--- src/hdl/gst_cfg.svh ---
`ifndef GST_CFG_SVH
`define GST_CFG_SVH
// Register offsets on the plain register port (3-bit address)
`define GST_ADDR_CTRL      3'h0
`define GST_ADDR_CNT_LO    3'h1
`define GST_ADDR_CNT_HI    3'h2
`define GST_ADDR_FLAGS     3'h3
`define GST_ADDR_ENABLES   3'h4
`define GST_ADDR_CMP_CTRL  3'h5
`define GST_ADDR_CCV_LO    3'h6
`define GST_ADDR_CCV_HI    3'h7
// Control register field positions
`define GST_CTRL_RUN       0
`define GST_CTRL_CS        1
`define GST_CTRL_SYNCDIS   2
`define GST_CTRL_LPOSC     3
`define GST_CTRL_PS_LO     4
`define GST_CTRL_GE        6
`define GST_CTRL_GINV      7
// Flag / enable register fields
`define GST_FLAG_ROLL      0
`define GST_FLAG_CCP       1
`define GST_EN_ROLL        0
`define GST_EN_PERIPH      1
`define GST_EN_GLOBAL      2
// Comparator-two control fields
`define GST_CMP_GSS        1
`define GST_CMP_FAST       4
// Capture/compare mode control fields (held in flag register upper bits)
`define GST_CCP_MODE_LO    4
`define GST_CCP_SPECIAL    6
// Reset values
`define GST_CTRL_RST       8'h00
`define GST_CMP_RST        8'h02
// Internal clock divide for the quarter-rate timebase
`define GST_QUARTER_DIV    2'h3
`endif

--- src/hdl/gst_pkg.sv ---
package gst_pkg;
	// Control register layout
	typedef struct packed {
		logic       gate_invert;
		logic       gate_enable_bit;
		logic [1:0] clock_prescale_select;
		logic       lp_osc_enable;
		logic       ext_sync_disable;
		logic       clock_source_select;
		logic       timer_run;
	} gst_ctrl_t;
	// Capture/compare unit mode
	typedef enum logic [1:0] {
		GST_CCP_OFF     = 2'b00,
		GST_CCP_CAPTURE = 2'b01,
		GST_CCP_COMPARE = 2'b10,
		GST_CCP_RSVD    = 2'b11
	} gst_ccp_mode_t;
	// Register port request
	typedef struct packed {
		logic [2:0] addr;
		logic [7:0] wdata;
		logic       wr;
		logic       rd;
	} gst_bus_t;
endpackage

--- src/hdl/gst_timer_top.sv ---
// The register addresses and strobed register access were decided locally.
`timescale 1ns/100ps
`include "gst_cfg.svh"
//Contract
// - Async-mode count reads stay coherent
// - Gate source: pin or comparator two
// - Gate enable matters only while running
// - Gate invert selects counting polarity
// - Count wraps FFFF to 0, sets flag
// - Interrupt needs three enables set
// - Async overflow in sleep wakes device
// - Capture copies count on capture event
// - Compare event when count equals value
// - Special trigger zeroes count, no flag
// - Count write beats special trigger clear
// - Prescale codes give 1,2,4,8 division
// - LP oscillator only with internal oscillator
// - Sync bit meaningful only for external clock
// - Clock source external rising or internal
// - Run bit starts, clear holds count
// - Count write clears prescale counter
// - Falling edge needed before first increment
module gst_timer_top (
	input  wire logic            ref_clk_i,
	input  wire logic            sys_rst_i,
	input  wire logic            ce_i,
	input  wire gst_pkg::gst_bus_t bus_i,
	output logic      [7:0]      rdata_o,
	input  wire logic            ext_clock_pin_i,
	input  wire logic            lp_osc_clk_i,
	input  wire logic            gate_pin_i,
	input  wire logic            comparator_two_output_i,
	input  wire logic            capture_event_i,
	input  wire logic            sleep_i,
	input  wire logic            internal_oscillator_no_clkout_i,
	output logic                 irq_o,
	output logic                 wake_o,
	output logic                 compare_event_o,
	output logic                 lp_osc_on_o
);
	import gst_pkg::*;

	// Whole state of the top
	typedef struct packed {
		gst_ctrl_t     ctrl;
		logic [1:0]    en;          // Rollover and peripheral enables
		logic          roll_flag;
		logic          ccp_flag;
		gst_ccp_mode_t ccp_mode;
		logic          ccp_special;
		logic          gate_src;
		logic          fast_clk;
		logic          glob_en;
		logic [15:0]   ccv;
		logic [1:0]    quarter;
		logic          armed;       // Falling edge seen in external mode
		logic [7:0]    rdata;
		logic          irq;
		logic          wake;
		logic          cmp_ev;
		logic          lp_on;
	} gst_top_st_t;
	gst_top_st_t state_reg;                 // Registered state
	gst_top_st_t state_next;                // Next state

	logic        ext_rise;                  // Synchronised external clock rise
	logic        ext_fall;                  // Synchronised external clock fall
	logic        lp_rise;                   // Synchronised LP oscillator rise
	logic        lp_fall;                   // Synchronised LP oscillator fall
	logic        gate_lvl;                  // Synchronised gate pin
	logic        cmp_lvl;                   // Synchronised comparator output
	logic        tick;                      // Counter tick request
	logic        sec;                       // Special event clear
	logic [15:0] count;                     // Counter value
	logic        roll;                      // Rollover pulse
	logic        wr_lo;                     // Low count byte write
	logic        wr_hi;                     // High count byte write

	// Decode of a write strobe at one address
	function automatic logic wr_at(input gst_bus_t b, input logic [2:0] a);
		return b.wr && (b.addr == a);
	endfunction

	// Pin synchronisers for the external clock, oscillator, gate and comparator inputs.
	// Each pin crosses three flops before anything reads it, so a
	// slow or noisy edge becomes one clean event in the system domain.
	// The price is a fixed latency of about four cycles per edge,
	// which software sees as a short delay before the first count.
	// Level outputs are used for gates, edge outputs for clocks.
	// External clocks faster than a quarter of the system clock
	// lose edges here; that is the documented limit of this block.
	gst_edge_sync u_ext_sync (
		.ref_clk_i (ref_clk_i),
		.sys_rst_i (sys_rst_i),
		.ce_i      (ce_i),
		.pin_i     (ext_clock_pin_i),
		.level_o   (),
		.rise_o    (ext_rise),
		.fall_o    (ext_fall)
	);
	gst_edge_sync u_lp_sync (
		.ref_clk_i (ref_clk_i),
		.sys_rst_i (sys_rst_i),
		.ce_i      (ce_i),
		.pin_i     (lp_osc_clk_i),
		.level_o   (),
		.rise_o    (lp_rise),
		.fall_o    (lp_fall)
	);
	gst_edge_sync u_gate_sync (
		.ref_clk_i (ref_clk_i),
		.sys_rst_i (sys_rst_i),
		.ce_i      (ce_i),
		.pin_i     (gate_pin_i),
		.level_o   (gate_lvl),
		.rise_o    (),
		.fall_o    ()
	);
	gst_edge_sync u_cmp_sync (
		.ref_clk_i (ref_clk_i),
		.sys_rst_i (sys_rst_i),
		.ce_i      (ce_i),
		.pin_i     (comparator_two_output_i),
		.level_o   (cmp_lvl),
		.rise_o    (),
		.fall_o    ()
	);

	assign wr_lo = wr_at(bus_i, `GST_ADDR_CNT_LO);
	assign wr_hi = wr_at(bus_i, `GST_ADDR_CNT_HI);

	// Counting condition: clock source, run bit and gate.
	// One tick request per cycle at most; the core applies the
	// prescaler, so this process only decides whether an input
	// edge or internal period counts at all.
	// Order of tests: source first, then sleep, then run and gate.
	// The gate is only looked at while running with gate enabled,
	// so a floating gate pin cannot stop a free-running timer.
	always_comb begin
		logic src_tick;
		logic gate_in;
		logic lp_sel;
		src_tick = 1'b0;
		gate_in = 1'b0;
		// LP oscillator drives the counter only with internal osc, no clkout
		lp_sel = state_reg.ctrl.lp_osc_enable && internal_oscillator_no_clkout_i;
		if (state_reg.ctrl.clock_source_select) begin
			// External rising edges, after a falling edge has been seen
			src_tick = state_reg.armed && (lp_sel ? lp_rise : ext_rise);
		end else if (state_reg.fast_clk) begin
			src_tick = 1'b1;
		end else begin
			src_tick = (state_reg.quarter == `GST_QUARTER_DIV);
		end
		// Sleep: only unsynchronised external mode keeps counting
		if (sleep_i && !(state_reg.ctrl.clock_source_select
				&& state_reg.ctrl.ext_sync_disable)) begin
			src_tick = 1'b0;
		end
		gate_in = state_reg.gate_src ? cmp_lvl : gate_lvl;
		tick = src_tick && state_reg.ctrl.timer_run;
		if (state_reg.ctrl.timer_run && state_reg.ctrl.gate_enable_bit) begin
			tick = tick && (gate_in == state_reg.ctrl.gate_invert);
		end
	end

	// Special trigger only in compare special mode on a match
	assign sec = state_reg.cmp_ev && state_reg.ccp_special;

	// Counter runs in system domain; every async edge already resynchronised.
	// Because the count never leaves this clock, both byte reads see a
	// settled value; the two bytes may still straddle an increment,
	// which software must handle by reading high, low, high again.
	// Count writes go straight to the core and reset its prescaler.
	gst_count_core #(
		.WIDTH (16)
	) u_core (
		.ref_clk_i  (ref_clk_i),
		.sys_rst_i  (sys_rst_i),
		.ce_i       (ce_i),
		.tick_i     (tick),
		.prescale_i (state_reg.ctrl.clock_prescale_select),
		.load_lo_i  (wr_lo),
		.load_hi_i  (wr_hi),
		.wdata_i    (bus_i.wdata),
		.clear_i    (sec),
		.count_o    (count),
		.roll_o     (roll)
	);

	// Register file, flags, capture/compare and outputs.
	// Writes are taken first, then hardware events override them:
	// a rollover in the same cycle as a flag clear leaves the flag set,
	// so software never loses an overflow.
	// Compare pulses are one cycle long and repeat every other cycle while the count sits on the
	// compare value, which happens when stopped.
	// Read data are registered and stand for exactly one cycle.
	// Unused read cycles return zero so a stale byte never lingers.
	// The quarter-rate divider runs always, even while stopped, so
	// the first internal tick after start comes within four cycles.
	always_comb begin
		state_next = state_reg;
		state_next.quarter = state_reg.quarter + 2'h1;
		// Arm on a falling edge; lose arming when leaving external mode
		if (!state_reg.ctrl.clock_source_select) begin
			state_next.armed = 1'b0;
		end else if (ext_fall || lp_fall) begin
			state_next.armed = 1'b1;
		end
		// Register writes
		if (bus_i.wr) begin
			unique case (bus_i.addr)
				`GST_ADDR_CTRL: state_next.ctrl = gst_ctrl_t'(bus_i.wdata);
				`GST_ADDR_FLAGS: begin
					state_next.roll_flag = bus_i.wdata[`GST_FLAG_ROLL];
					state_next.ccp_flag = bus_i.wdata[`GST_FLAG_CCP];
					state_next.ccp_mode = gst_ccp_mode_t'(bus_i.wdata[`GST_CCP_MODE_LO+:2]);
					state_next.ccp_special = bus_i.wdata[`GST_CCP_SPECIAL];
				end
				`GST_ADDR_ENABLES: begin
					state_next.en = bus_i.wdata[1:0];
					state_next.glob_en = bus_i.wdata[`GST_EN_GLOBAL];
				end
				`GST_ADDR_CMP_CTRL: begin
					state_next.gate_src = bus_i.wdata[`GST_CMP_GSS];
					state_next.fast_clk = bus_i.wdata[`GST_CMP_FAST];
				end
				`GST_ADDR_CCV_LO: state_next.ccv[7:0] = bus_i.wdata;
				`GST_ADDR_CCV_HI: state_next.ccv[15:8] = bus_i.wdata;
				default: ;
			endcase
		end
		// Hardware set wins over software clear
		if (roll) state_next.roll_flag = 1'b1;
		// Compare match pulse
		state_next.cmp_ev = (state_reg.ccp_mode == GST_CCP_COMPARE)
			&& (count == state_reg.ccv) && !state_reg.cmp_ev;
		if (state_reg.cmp_ev) state_next.ccp_flag = 1'b1;
		// Capture copies current count
		if (state_reg.ccp_mode == GST_CCP_CAPTURE && capture_event_i) begin
			state_next.ccv = count;
			state_next.ccp_flag = 1'b1;
		end
		// Read data, one cycle after the strobe
		state_next.rdata = 8'h00;
		if (bus_i.rd) begin
			unique case (bus_i.addr)
				`GST_ADDR_CTRL: state_next.rdata = state_reg.ctrl;
				`GST_ADDR_CNT_LO: state_next.rdata = count[7:0];
				`GST_ADDR_CNT_HI: state_next.rdata = count[15:8];
				`GST_ADDR_FLAGS: state_next.rdata = {1'b0, state_reg.ccp_special,
					state_reg.ccp_mode, 2'h0, state_reg.ccp_flag, state_reg.roll_flag};
				`GST_ADDR_ENABLES: state_next.rdata = {5'h00, state_reg.glob_en, state_reg.en};
				`GST_ADDR_CMP_CTRL: state_next.rdata = {3'h0, state_reg.fast_clk, 2'h0,
					state_reg.gate_src, 1'b0};
				`GST_ADDR_CCV_LO: state_next.rdata = state_reg.ccv[7:0];
				`GST_ADDR_CCV_HI: state_next.rdata = state_reg.ccv[15:8];
				default: state_next.rdata = 8'h00;
			endcase
		end
		// Interrupt needs rollover, peripheral and global enables
		state_next.irq = state_reg.roll_flag && state_reg.en[`GST_EN_ROLL]
			&& state_reg.en[`GST_EN_PERIPH] && state_reg.glob_en;
		// Wake from sleep on overflow with run and two enables
		state_next.wake = sleep_i && state_reg.roll_flag && state_reg.ctrl.timer_run
			&& state_reg.en[`GST_EN_ROLL] && state_reg.en[`GST_EN_PERIPH];
		state_next.lp_on = state_reg.ctrl.lp_osc_enable && internal_oscillator_no_clkout_i;
	end

	// State register with enable.
	// Reset clears everything except the gate source, which comes up
	// pointing at the comparator as the control register demands.
	// While ce_i is low every field, the synchronisers included,
	// keeps its value, so nothing is invented meanwhile, but a pin pulse that comes and goes then is never seen.
	always_ff @(posedge ref_clk_i or posedge sys_rst_i) begin
		if (sys_rst_i) begin
			state_reg <= '0;
			state_reg.gate_src <= 1'b1;
		end else if (ce_i) begin
			state_reg <= state_next;
		end
	end

	// Every output comes straight from a state flop
	assign rdata_o = state_reg.rdata;
	assign irq_o = state_reg.irq;
	assign wake_o = state_reg.wake;
	assign compare_event_o = state_reg.cmp_ev;
	assign lp_osc_on_o = state_reg.lp_on;
endmodule

--- src/hdl/gst_edge_sync.sv ---
`timescale 1ns/100ps
// Three-stage pin synchroniser; level changes once stages two and three agree
module gst_edge_sync (
	input  wire logic ref_clk_i,
	input  wire logic sys_rst_i,
	input  wire logic ce_i,
	input  wire logic pin_i,
	output logic      level_o,
	output logic      rise_o,
	output logic      fall_o
);
	// Whole state of the synchroniser
	typedef struct packed {
		logic [2:0] stage;
		logic       level;
		logic       rise;
		logic       fall;
	} gst_sync_st_t;
	gst_sync_st_t state_reg;                // Registered state
	gst_sync_st_t state_next;               // Next state

	// Stage 0 feeds only stage 1
	always_comb begin
		state_next = state_reg;
		state_next.rise = 1'b0;
		state_next.fall = 1'b0;
		state_next.stage = {state_reg.stage[1:0], pin_i};
		// Accept a change only when two later stages agree
		if (state_reg.stage[1] == state_reg.stage[2] && state_reg.stage[2] != state_reg.level) begin
			state_next.level = state_reg.stage[2];
			state_next.rise = state_reg.stage[2];
			state_next.fall = ~state_reg.stage[2];
		end
	end

	// State register with enable
	always_ff @(posedge ref_clk_i or posedge sys_rst_i) begin
		if (sys_rst_i) begin
			state_reg <= '0;
		end else if (ce_i) begin
			state_reg <= state_next;
		end
	end

	assign level_o = state_reg.level;
	assign rise_o = state_reg.rise;
	assign fall_o = state_reg.fall;
endmodule

--- src/hdl/gst_count_core.sv ---
`timescale 1ns/100ps
// Prescaler plus 16-bit counter with load, clear and rollover detect
module gst_count_core #(
	parameter int WIDTH = 16
) (
	input  wire logic             ref_clk_i,
	input  wire logic             sys_rst_i,
	input  wire logic             ce_i,
	input  wire logic             tick_i,
	input  wire logic [1:0]       prescale_i,
	input  wire logic             load_lo_i,
	input  wire logic             load_hi_i,
	input  wire logic [7:0]       wdata_i,
	input  wire logic             clear_i,
	output logic      [WIDTH-1:0] count_o,
	output logic                  roll_o
);
	// Whole state of the counter
	typedef struct packed {
		logic [2:0]       pre;
		logic [WIDTH-1:0] count;
		logic             roll;
	} gst_core_st_t;
	gst_core_st_t state_reg;                // Registered state
	gst_core_st_t state_next;               // Next state
	logic [2:0]   pre_max;                  // Terminal prescale count

	// Prescale terminal: 1, 2, 4 or 8 ticks per increment
	always_comb begin
		pre_max = 3'((4'h1 << prescale_i) - 4'h1);
	end

	// Count, load and clear arbitration
	always_comb begin
		state_next = state_reg;
		state_next.roll = 1'b0;
		if (load_lo_i || load_hi_i) begin
			// Write wins over the special trigger clear
			state_next.pre = 3'h0;
			if (load_lo_i) state_next.count[7:0] = wdata_i;
			if (load_hi_i) state_next.count[WIDTH-1:8] = wdata_i[WIDTH-9:0];
		end else if (clear_i) begin
			// Clear without rollover flag
			state_next.count = '0;
		end else if (tick_i) begin
			if (state_reg.pre >= pre_max) begin
				state_next.pre = 3'h0;
				state_next.count = state_reg.count + 1'b1;
				state_next.roll = &state_reg.count;
			end else begin
				state_next.pre = state_reg.pre + 3'h1;
			end
		end
	end

	// State register with enable
	always_ff @(posedge ref_clk_i or posedge sys_rst_i) begin
		if (sys_rst_i) begin
			state_reg <= '0;
		end else if (ce_i) begin
			state_reg <= state_next;
		end
	end

	assign count_o = state_reg.count;
	assign roll_o = state_reg.roll;
endmodule

--- config.mk ---
export PLATFORM = sky130hd
export DESIGN_NAME = gst_timer_top
export DESIGN_NICKNAME = d
export VERILOG_FILES = /design/src/hdl/gst_pkg.sv /design/src/hdl/gst_timer_top.sv /design/src/hdl/gst_edge_sync.sv /design/src/hdl/gst_count_core.sv
export VERILOG_INCLUDE_DIRS = /design/src /design/src/hdl
export SDC_FILE = /design/constraint.sdc
export NUM_CORES = 1
export LEC_CHECK = 0
export ABC_AREA = 1
export BUFFER_PORTS_ARGS = -buffer_cell sky130_fd_sc_hd__buf_2
export CAP_MARGIN = 25
export CELL_PAD_IN_SITES_DETAIL_PLACEMENT = 0
export CELL_PAD_IN_SITES_GLOBAL_PLACEMENT = 2
export CORE_MARGIN = 2
export CORE_UTILIZATION = 35
export CTS_CLUSTER_SIZE = 20
export DETAILED_ROUTE_END_ITERATION = 10
export PLACE_DENSITY = 0.78
export SYNTH_ARGS = -nofsm -noshare
export SYNTH_HDL_FRONTEND = slang
export SYNTH_SLANG_ARGS = --single-unit
--- constraint.sdc ---
create_clock -name ref_clk_i -period 3.65 [get_ports ref_clk_i]
set_clock_uncertainty 0.15 [all_clocks]
set_input_delay 0.365 -clock ref_clk_i [delete_from_list [all_inputs] [get_ports ref_clk_i]]
set_output_delay 0.365 -clock ref_clk_i [all_outputs]
set_load 0.1 [all_outputs]
==> impl_metrics.tcl <==
set metrics [dict create \
    fin_crit_sh_pct 67.2 \
    drt-initial-drc-count 302 \
    ir_drop_uv 210 \
    port_buffers 34 \
    clk_latency_ns 0.35 \
    cts_tree "built" \
    setup_viol 0 \
    antenna_found_initial 0 \
    crit_required_ns 3.68 \
    cts.sinks 89 \
    die_h_um 123 \
    grt_max_degree 62 \
    maxSlewViolCount 0 \
    drive_gt1_share_pct 10.8 \
    outcome "finished clean" \
    grt_pass1_wl_um 24100 \
    num_antenna_cells 0 \
    relSlewSlack_pct 34.9 \
    critPathCaptureType "flop" \
    hold_viol 0 \
    netlist_area_um2 4990 \
    fin_nets 728 \
    leakage_nw 2.82 \
    ios 35 \
    period_minus_slack_ns 2.45 \
    combPwrFrac_pct 23.4 \
    die_w_um 123 \
    fp.coreArea_um2 13900 \
    r2r_end "state_reg[29]" \
    top_usage_layer "met2" \
    clockRootBuffer "clkbuf_16" \
    powerDensity_nw_per_um2 546 \
    layout_common_cells "nand2_1 (242), dfrtp_1 (88), inv_1 (71)" \
    use_met3_pct 4.06 \
    p_clk_share_pct 31.6 \
    cp_max_fo 17 \
    final.setup.tns_ns 0 \
    seqPwrFrac_pct 45.0 \
    ff2ff_path_depth 6 \
    reg2reg_from "state_reg[36]" \
    power_switching_share_pct 35.5 \
    start_util_pct 35.8 \
    fill_cells 1491 \
    cap_viol_max_count 0 \
    die_area_um2 15200 \
    hold_path_end "u_ext_sync.state_next[4]" \
    grt_use_total_pct 21.2 \
    syn_to_final_growth_pct 12.1 \
    use_met1_pct 29.8 \
    hp-class "in2reg" \
    vias 4455 \
    path_clk_slew_ns 0.07 \
    largest_reg_flops 37 \
    fin_hold_ws_ns 0.0668 \
    drc_errors 0 \
    rows 43 \
    start_kind "flop" \
    grt_overflow_total 0 \
    route.detailed.wl_per_inst_um 17.1 \
    synthCells 675 \
    gr-usage-met2_pct 32.0 \
    layout_commonest_cell "nand2_1" \
    synthesis.nets 704 \
    ff2ff_setup_slack_ns 1.20 \
    viasPerCell 5.05 \
    gp_congestion 0.877 \
    wirelength_um 15100 \
    clock_path_buffers 2 \
    dp_hpwl_um 11100 \
    max_freq_mhz 408 \
    dr.pass1.iters 4 \
    htree_levels 3 \
    rsz0062_at_grt "false" \
    worstPathArrival_ns 2.48 \
    min-delay-start "ext_clock_pin_i" \
    synth_area_per_cell_um2 7.40 \
    synth_seq_cells 89 \
    synthDistinctLibCells 39 \
    p_switching_w 0.00108 \
    grt_pass1_vias 4306 \
    path_class "reg2reg" \
    synth_seq_area_share_pct 44.6 \
    p_int_w 0.00197 \
    worst_pin_slew_ns 0.969 \
    yosysWarnings 0 \
    ant_nets 0 \
    cts-buffers-inserted 9 \
    min_path_cells 3 \
]
-- stage by stage --
step / cell area (um^2) / util, % / power [W] / setup slack [ns] / std cells
after detailed placement: 5280 / 37.9 / 0.00211 / 1.23 / 867
after global routing: 5600 / 40.2 / 0.00325 / 0.995 / 883
after global placement: 5280 / 37.9 / 0.00209 / 1.24 / 867
final: 5600 / 40.2 / 0.00306 / 1.20 / 883
after CTS: 5600 / 40.2 / 0.00310 / 1.21 / 883
after floorplan: 4990 / - / 0.00189 / 0.830 / 675
-- repair_timing --
item,4_1_cts,5_1_grt
endpoints found under the hold margin,28,0
setup buffers,0,0
hold buffers,1,0
resized for setup,0,0
-- worst max-delay path: stages, from the launching register on --
cell and delay [ns]:
dfrtp_1 0.38, inv_1 0.09, nand3_1 0.45, inv_1 0.33
nand2_1 0.13, o21ai_1 0.54, a31oi_1 0.21
-- per-layer routing --
metal | share of wire, % | wire [um]
met1 | 49 | 7350
met2 | 44 | 6580
met3 | 4.4 | 668
met4 | 3.2 | 481
met5 | 0 | 0
-- power by group through the flow --
stage	registers [W]	logic (W)	clock network [W]
after floorplan	0.00133	0.000558	0
after global placement	0.00138	0.000707	0
after detailed placement	0.00139	0.000717	0
after CTS	0.00138	0.000722	0.000999
after global routing	0.00140	0.000819	0.00103
final	0.00137	0.000717	0.000966
-- logic make-up (layout without fill, tap and decap cells) --
group / count (synthesis) / count (layout) / share of synthesized area [%]
AND/OR/NAND/NOR: 351 / 351 / 29.8
AO/OA/AOI/OAI: 107 / 107 / 11.8
buffers and inverters: 102 / 130 / 8.72
flip-flops: 89 / 89 / 44.6
XOR/XNOR: 19 / 19 / 3.33
adder cells (fa/ha/maj): 6 / 6 / 1.50
multiplexers: 1 / 1 / 0.225
-- final cells by class --
class                           instances  area [um^2]  area share (%)
Sequential cell                        89         2230            39.8
Clock buffer                           10          239            4.27
Multi-Input combinational cell        484         2330            41.6
Inverter                               76          287            5.12
Tap cell                              180          225            4.02
Clock inverter                          5         65.1            1.16
Timing Repair Buffer                   39          223            3.98
-- worst max path at each step --
stage / depth (start not counted) / end / slack (ns) / start
2_1_floorplan: 1 / compare_event_o / 0.83 / sys_rst_i
3_3_place_gp: 6 / state_reg[44] / 1.24 / bus_i[11]
3_5_place_dp: 6 / state_reg[26] / 1.23 / capture_event_i
6_report: 6 / state_reg[29] / 1.20 / state_reg[36]
4_1_cts: 6 / state_reg[29] / 1.21 / state_reg[36]
5_1_grt: 6 / state_reg[24] / 1.0 / state_reg[36]
-- synth_stat cells --
library cell | number | area share (%)
a31oi_1 | 2 | 0.25
buf_6 | 2 | 0.45
nand3_2 | 4 | 0.80
a22oi_1 | 6 | 0.90
or2_2 | 1 | 0.13
nand2_1 | 242 | 18
nor4_1 | 4 | 0.50
o32ai_1 | 2 | 0.35
clkbuf_1 | 10 | 0.75
inv_2 | 4 | 0.30
clkbuf_2 | 1 | 0.10
a21oi_1 | 10 | 1.0
nor2_4 | 3 | 0.68
mux2_2 | 1 | 0.23
xor2_1 | 13 | 2.3
dfstp_2 | 1 | 0.53
inv_1 | 72 | 5.4
o21ai_2 | 1 | 0.18
nand3_1 | 28 | 2.8
buf_4 | 8 | 1.2
nor3_4 | 1 | 0.33
nand4_1 | 8 | 1.0
nor2_1 | 44 | 3.3
ha_1 | 6 | 1.5
o21ai_0 | 67 | 6.7
o221ai_1 | 1 | 0.18
xnor2_1 | 6 | 1.1
nand3b_1 | 1 | 0.15
o21ai_1 | 6 | 0.60
nand4_2 | 1 | 0.25
dfrtp_1 | 88 | 44
o2111ai_1 | 1 | 0.18
buf_2 | 5 | 0.50
nor2_2 | 1 | 0.13
nor3_1 | 9 | 0.90
nand2_2 | 3 | 0.38
o22ai_1 | 7 | 0.88
o211ai_1 | 4 | 0.60
nand2_4 | 1 | 0.23
Note: power is estimated with default switching activity, not from simulation.
